===== src/aocr_pkg.sv =====
// package: offsets, field layout, reset values and decode types for the output config bank
package aocr_pkg;

  localparam logic [7:0] AOCR_CONFIG_OFFSET   = 8'h06;
  localparam logic [7:0] AOCR_RESERVED_OFFSET = 8'h07;

  localparam int AOCR_TOPO_BIT      = 7;
  localparam int AOCR_RATE_LSB      = 4;
  localparam int AOCR_GAIN_LSB      = 2;
  localparam int AOCR_CHSEL_BIT     = 1;
  localparam int AOCR_RSVD_BIT      = 0;

  localparam logic       AOCR_TOPO_RESET  = 1'b0;
  localparam logic [2:0] AOCR_RATE_RESET  = 3'h5;
  localparam logic [1:0] AOCR_GAIN_RESET  = 2'h0;
  localparam logic       AOCR_CHSEL_RESET = 1'b0;
  localparam logic       AOCR_RSVD_RESET  = 1'b1;

  localparam logic [7:0] AOCR_UNMAPPED_READ = 8'h00;

  typedef enum logic [1:0] {
    AOCR_GAIN_19P2_DBV,
    AOCR_GAIN_22P6_DBV,
    AOCR_GAIN_25_DBV,
    AOCR_GAIN_RESERVED
  } aocr_gain_e;

  typedef struct packed {
    logic       parallel_bridge_enable;
    logic [2:0] rate_select;
    logic [1:0] gain_code;
    logic       mono_source_channel_select;
    logic       reserved_bit;
  } aocr_config_s;

  typedef struct packed {
    logic       parallel_bridged_mono_output;
    logic       mono_use_left;
    logic [4:0] switching_multiplier;
    logic       double_speed_halved;
    aocr_gain_e gain_setting;
  } aocr_ctrl_s;

endpackage


===== src/aocr_regs.sv =====
// analog output configuration register bank with decoded amplifier controls
`timescale 1ns/1ps

// Notes on behaviour
// - bit 7 selects topology: 0 bridged stereo, 1 parallel mono; reset 0.
// - bits 6:4 pick switching multiple 6,8,10,12,14,16,20,24 of frame rate; reset 101.
// - in double-speed mode the switching frequency is half the chosen multiple.
// - bits 3:2 analog gain: 00 19.2, 01 22.6, 10 25 dBV; reset 00.
// - bit 1 picks mono source: 0 right, 1 left channel; reset 0.
// - config register sits at offset 0x06, read/write, reads return last written value.
// - double speed means 88.2 or 96 kHz sample rates; it triggers halving.
module aocr_regs
  import aocr_pkg::*;
(
  input  wire logic       mclk_in,
  input  wire logic       nrst_in,
  input  wire logic [7:0] reg_addr_in,
  input  wire logic [7:0] reg_wdata_in,
  input  wire logic       reg_wr_in,
  output logic [7:0]      reg_rdata_out,
  input  wire logic       double_speed_in,
  output aocr_ctrl_s      ctrl_out
);

  logic         topo_q;
  logic [2:0]   rate_q;
  logic [1:0]   gain_q;
  logic         chsel_q;
  logic         rsvd_q;
  logic         cfg_wr;
  aocr_config_s cfg_view;
  aocr_ctrl_s   ctrl_d;
  logic [7:0]   rdata_d;
  logic         ds_q1;
  logic         ds_q2;
  logic         ds_q3;
  logic         ds_stable_q;

  // multiplier of the frame clock for a rate code
  function automatic logic [4:0] rate_multiple(input logic [2:0] code);
    logic [4:0] m;
    m = 5'h10;
    unique case (code)
      3'h0: m = 5'h06;
      3'h1: m = 5'h08;
      3'h2: m = 5'h0A;
      3'h3: m = 5'h0C;
      3'h4: m = 5'h0E;
      3'h5: m = 5'h10;
      3'h6: m = 5'h14;
      3'h7: m = 5'h18;
    endcase
    return m;
  endfunction

  // one decode of the config offset, shared by write and read
  function automatic logic hits_config(input logic [7:0] addr);
    return addr == AOCR_CONFIG_OFFSET;
  endfunction

  // register image right after reset
  function automatic aocr_config_s reset_image();
    aocr_config_s r;
    r.parallel_bridge_enable     = AOCR_TOPO_RESET;
    r.rate_select                = AOCR_RATE_RESET;
    r.gain_code                  = AOCR_GAIN_RESET;
    r.mono_source_channel_select = AOCR_CHSEL_RESET;
    r.reserved_bit               = AOCR_RSVD_RESET;
    return r;
  endfunction

  // output stage controls from a register image and the speed status
  function automatic aocr_ctrl_s decode_ctrl(input aocr_config_s cfg, input logic halve);
    aocr_ctrl_s c;
    c.parallel_bridged_mono_output = cfg.parallel_bridge_enable;
    // select only matters in mono; stored bit still reads back
    c.mono_use_left                = cfg.parallel_bridge_enable
                                     & cfg.mono_source_channel_select;
    c.switching_multiplier         = rate_multiple(cfg.rate_select);
    // modulator divides by two when this is set
    c.double_speed_halved          = halve;
    // code 11 is forbidden to software; passed on unaltered if written
    c.gain_setting                 = aocr_gain_e'(cfg.gain_code);
    return c;
  endfunction

  // write strobe; writes to any other offset fall away here
  assign cfg_wr = reg_wr_in && hits_config(reg_addr_in);

  // one register per field, so each default is easy to trace
  always_ff @(posedge mclk_in)
  begin
    if (!nrst_in)
    begin
      topo_q <= AOCR_TOPO_RESET;
    end
    else if (cfg_wr)
    begin
      topo_q <= reg_wdata_in[AOCR_TOPO_BIT];
    end
  end

  always_ff @(posedge mclk_in)
  begin
    if (!nrst_in)
    begin
      rate_q <= AOCR_RATE_RESET;
    end
    else if (cfg_wr)
    begin
      rate_q <= reg_wdata_in[AOCR_RATE_LSB +: 3];
    end
  end

  // code 11 is stored too; keeping away from it is up to software
  always_ff @(posedge mclk_in)
  begin
    if (!nrst_in)
    begin
      gain_q <= AOCR_GAIN_RESET;
    end
    else if (cfg_wr)
    begin
      gain_q <= reg_wdata_in[AOCR_GAIN_LSB +: 2];
    end
  end

  always_ff @(posedge mclk_in)
  begin
    if (!nrst_in)
    begin
      chsel_q <= AOCR_CHSEL_RESET;
    end
    else if (cfg_wr)
    begin
      chsel_q <= reg_wdata_in[AOCR_CHSEL_BIT];
    end
  end

  // reserved bit stored as written so read-modify-write returns it
  always_ff @(posedge mclk_in)
  begin
    if (!nrst_in)
    begin
      rsvd_q <= AOCR_RSVD_RESET;
    end
    else if (cfg_wr)
    begin
      rsvd_q <= reg_wdata_in[AOCR_RSVD_BIT];
    end
  end

  // register image as software sees it
  always_comb
  begin
    cfg_view.parallel_bridge_enable     = topo_q;
    cfg_view.rate_select                = rate_q;
    cfg_view.gain_code                  = gain_q;
    cfg_view.mono_source_channel_select = chsel_q;
    cfg_view.reserved_bit               = rsvd_q;
  end

  // double-speed strap is asynchronous; three stages, change taken when last two agree
  always_ff @(posedge mclk_in)
  begin
    if (!nrst_in)
    begin
      ds_q1       <= 1'b0;
      ds_q2       <= 1'b0;
      ds_q3       <= 1'b0;
      ds_stable_q <= 1'b0;
    end
    else
    begin
      ds_q1 <= double_speed_in;
      ds_q2 <= ds_q1;
      ds_q3 <= ds_q2;
      if (ds_q2 == ds_q3)
      begin
        ds_stable_q <= ds_q3;
      end
    end
  end

  // read mux; reserved slot and unmapped offsets read zero, writes there dropped
  always_comb
  begin
    rdata_d = AOCR_UNMAPPED_READ;
    if (hits_config(reg_addr_in))
    begin
      rdata_d = cfg_view;
    end
  end

  always_ff @(posedge mclk_in)
  begin
    if (!nrst_in)
    begin
      reg_rdata_out <= AOCR_UNMAPPED_READ;
    end
    else
    begin
      reg_rdata_out <= rdata_d;
    end
  end

  // decoded controls for the output stage
  always_comb
  begin
    ctrl_d = decode_ctrl(cfg_view, ds_stable_q);
  end

  always_ff @(posedge mclk_in)
  begin
    if (!nrst_in)
    begin
      ctrl_out <= decode_ctrl(reset_image(), 1'b0);
    end
    else
    begin
      ctrl_out <= ctrl_d;
    end
  end

endmodule


===== config.mk =====
export PLATFORM = sky130hd
export DESIGN_NAME = aocr_regs
export DESIGN_NICKNAME = d
export VERILOG_FILES = /design/src/aocr_pkg.sv /design/src/aocr_regs.sv
export SDC_FILE = /design/constraint.sdc
export NUM_CORES = 1
export LEC_CHECK = 0
export BUFFER_PORTS_ARGS = -buffer_cell sky130_fd_sc_hd__buf_2
export CORE_ASPECT_RATIO = 1.75
export CORE_MARGIN = 3
export CORE_UTILIZATION = 35
export DETAILED_ROUTE_END_ITERATION = 10
export PLACE_DENSITY = 0.6
export SYNTH_ARGS = -nofsm -noshare
export SYNTH_HDL_FRONTEND = slang
export SYNTH_SLANG_ARGS = --single-unit

===== constraint.sdc =====
create_clock -name mclk_in -period 1.59 [get_ports mclk_in]
set_input_delay 0.159 -clock mclk_in [delete_from_list [all_inputs] [get_ports mclk_in]]
set_output_delay 0.159 -clock mclk_in [all_outputs]
set_load 0.05 [all_outputs]

==> summary.md <==
| Metric | Value |
|---|---|
| DR vias/cell | 4.94 |
| Util after Layout | 47.6% |
| Crit path max fanout | 6 |
| CTS Buffer Depth | 2 |
| Setup CP Type | in -> reg |
| WP data required | 1.79 ns |
| H-Tree Depth | 2 |
| Routed length per placed instance | 11.3 microns |
| CP max-delay cell | or4_4 |
| Initial antenna violation count | 0 |
| TritonCTS buffer count | 5 |
| Final Hold Vio Count | 0 |
| Root buffer cell | clkbuf_8 |
| Fillers | 278 |
| Clock latency on the worst-skew pair | 0.27 ns |
| Nets | 159 |
| Diodes inserted | 0 |
| Fin crit share | 73.9% |
| Net Count, Synth | 119 |
| Initial Util | 37.2% |
| Top cell type's share of synthesized area | 57.3% |
| GRT overflow | 0 |
| WP data arrival | 1.37 ns |
| Clock slew at reported path FFs | 0.06 ns |
| Seq/Total Area, Yosys | 57.3% |
| Netlist Area Pre-Place | 1010 sq um |
| CP endpoint kind | flop |
| Avg Cell Area, Syn | 10.4 sq um |
| Cell row count | 25 |
| TritonCTS clock tree | yes |
| Routed vias | 815 |
| Setup TNS | 0 ns |
| Synth Warn # | 0 |
| Final setup violation count | 0 |
| Outcome | completed |
| Post-cts sizing count | 0 |
| Core Footprint | 2720 sq um |
| Post-DP HPWL | 1450 microns |
| DRC | 0 |
| Largest net degree at the start of global routing | 29 |
| Router iterations before antenna repair | 4 |
| Die area | 3600 sq um |
| Crit path launch type | primary input |
| First-pass GRT wire length | 3150 microns |
| Die Span Y | 77.2 microns |
| Final antenna-violating net count | 0 |
| I/O pin count | 38 |
| Total clock sinks | 29 |
| Power per cell area | 1040 nW/um^2 |
| Die outline width | 46.7 microns |
| Synthesized flop and latch total | 29 |
| Minimum clock period | 1.17 ns |
| Synth area leaders | dfxtp_1, and2_1, and3_1 |
| Pleak | 0.654 nW |
| Min-delay worst type | in -> reg |
| Synth area leader | dfxtp_1 |
| Initial DRC count | 8 |
| Fmax | 851 MHz |
| Vias in the first global route | 767 |
| Max incr delay on CP | 0.58 ns |
| Routability cong. | 0.711 |
| Max cap viols | 0 |
| IO Port Bufs | 36 |
| Layout cells sized above 1 | 34.1% |
| Final Skew | 0.00254 ns |
| GRT Util Overall | 12.0% |
| Slew Viols, Final | 0 |
| Worst-path cell chain | buf_2, or4_4, nor3_4, mux2i_1 |
| Gate Count Post-Synth | 97 |
| Worst VDD drop | 0.464 mV |
| Final WL | 1860 microns |
| Post-CTS Setup Bufs | 0 |
| RSZ-0062 raised after global routing | false |
| Area Overhead vs Synth | 27.8% |
| Number of distinct library cells after synthesis | 26 |
| Number of hold buffers added after cts | 0 |
state kept, by name, summed over array words and instances, names as in the netlist:
| register | cells |
|---|---|
| topo_q | 1 |
| ds_q3 | 1 |
| reg_rdata_out | 8 |
| ds_stable_q | 1 |
| ds_q2 | 1 |
| ds_q1 | 1 |
| chsel_q | 1 |
| rate_q | 3 |
| rsvd_q | 1 |
| ctrl_out | 9 |
| gain_q | 2 |
power breakdown:
| part | switching, W | internal (W) | total, W |
|---|---|---|---|
| registers | 0.00000143 | 0.000731 | 0.000732 |
| logic | 0.0000342 | 0.0000261 | 0.0000603 |
| clock network | 0.000248 | 0.000302 | 0.000550 |
| total | 0.000284 | 0.00106 | 0.00134 |
worst paths after layout:
path | depth (start not counted) | slack, ns | start | end
worst min register to register | 1 | 0.45 | ds_q1 | ds_q2
worst max register to register | 4 | 0.53 | rate_q[0] | ctrl_out[6]
worst min-delay path | 2 | 0.1 | double_speed_in | ds_q1
worst max-delay path | 4 | 0.42 | reg_addr_in[5] | chsel_q
through the flow:
step                area, sq um  cells  hold slack (ns)  setup WS, ns  power [W]
CTS                        1290    165           0.0881         0.404    0.00137
detailed placement         1210    157            0.379         0.113   0.000809
global route               1290    165           0.0915         0.346    0.00141
finish                     1290    165           0.0973         0.415    0.00134
global placement           1210    157            0.370         0.162   0.000807
floorplan                  1010     97            0.286         0.259   0.000780
per-layer routing:
layer | up-vias | GRT usage [%] | wire (microns)
li1 | 411 | - | -
met1 | 373 | 13.2 | 690
met2 | 27 | 19.1 | 1010
met3 | 4 | 3.52 | 131
met4 | 0 | 7.48 | 38
met5 | - | 0 | 0
Yosys cell counts:
master,count
nor3_4,1
inv_1,5
buf_4,1
o211ai_1,2
ha_1,2
and2_1,9
dfxtp_1,29
a31oi_1,1
mux2i_1,5
o31ai_1,2
o21ai_0,3
o21ai_1,3
nand2_1,10
or4_4,1
conb_1,1
clkbuf_1,3
nor3_1,1
nand3_1,1
and3_1,8
nor2_1,1
nand4_1,2
buf_6,1
nor4_1,2
nor4bb_1,1
a21boi_0,1
nand4bb_1,1
worst max-delay path, delay by kind of cell:
| family | cells | cell delay [ns] |
|---|---|---|
| buf+inv | 1 | 0.10 |
| simple gates | 2 | 0.89 |
| mux | 1 | 0.22 |
area by class of cell:
| class | instances | area [sq um] | share of cell area (%) |
|---|---|---|---|
| sequential | 29 | 581 | 44.8 |
| multi-input combinational | 58 | 384 | 29.7 |
| timing repair buffer | 38 | 195 | 15.1 |
| clock buffer | 6 | 72.6 | 5.60 |
| tap | 27 | 33.8 | 2.61 |
| inverter | 5 | 18.8 | 1.45 |
| clock inverter | 2 | 10.0 | 0.773 |
cell families after synthesis:
kind of cell,Yosys count,synth area share [%]
AO/OA/AOI/OAI,12,7.28
adder cells (fa/ha/maj),2,2.47
multiplexers,5,4.94
flip-flops,29,57.3
AND/OR/NAND/NOR,38,22.8
buffers and inverters,10,4.82
other,1,0.370
layout by cell type, fill, tap and decap left out:
master / count
a21boi_0: 1
a31oi_1: 1
and2_1: 9
and3_1: 8
buf_2: 36
buf_4: 2
clkbuf_1: 1
clkbuf_8: 5
clkinv_2: 2
conb_1: 1
dfxtp_1: 29
ha_1: 2
inv_1: 5
mux2i_1: 5
nand2_1: 10
nand3_1: 1
nand4_1: 2
nand4bb_1: 1
nor2_1: 1
nor3_1: 1
nor3_4: 1
nor4_1: 2
nor4bb_1: 1
o211ai_1: 2
o21ai_0: 3
o21ai_1: 3
o31ai_1: 2
or4_4: 1
Power figures use the tool's default switching activity.
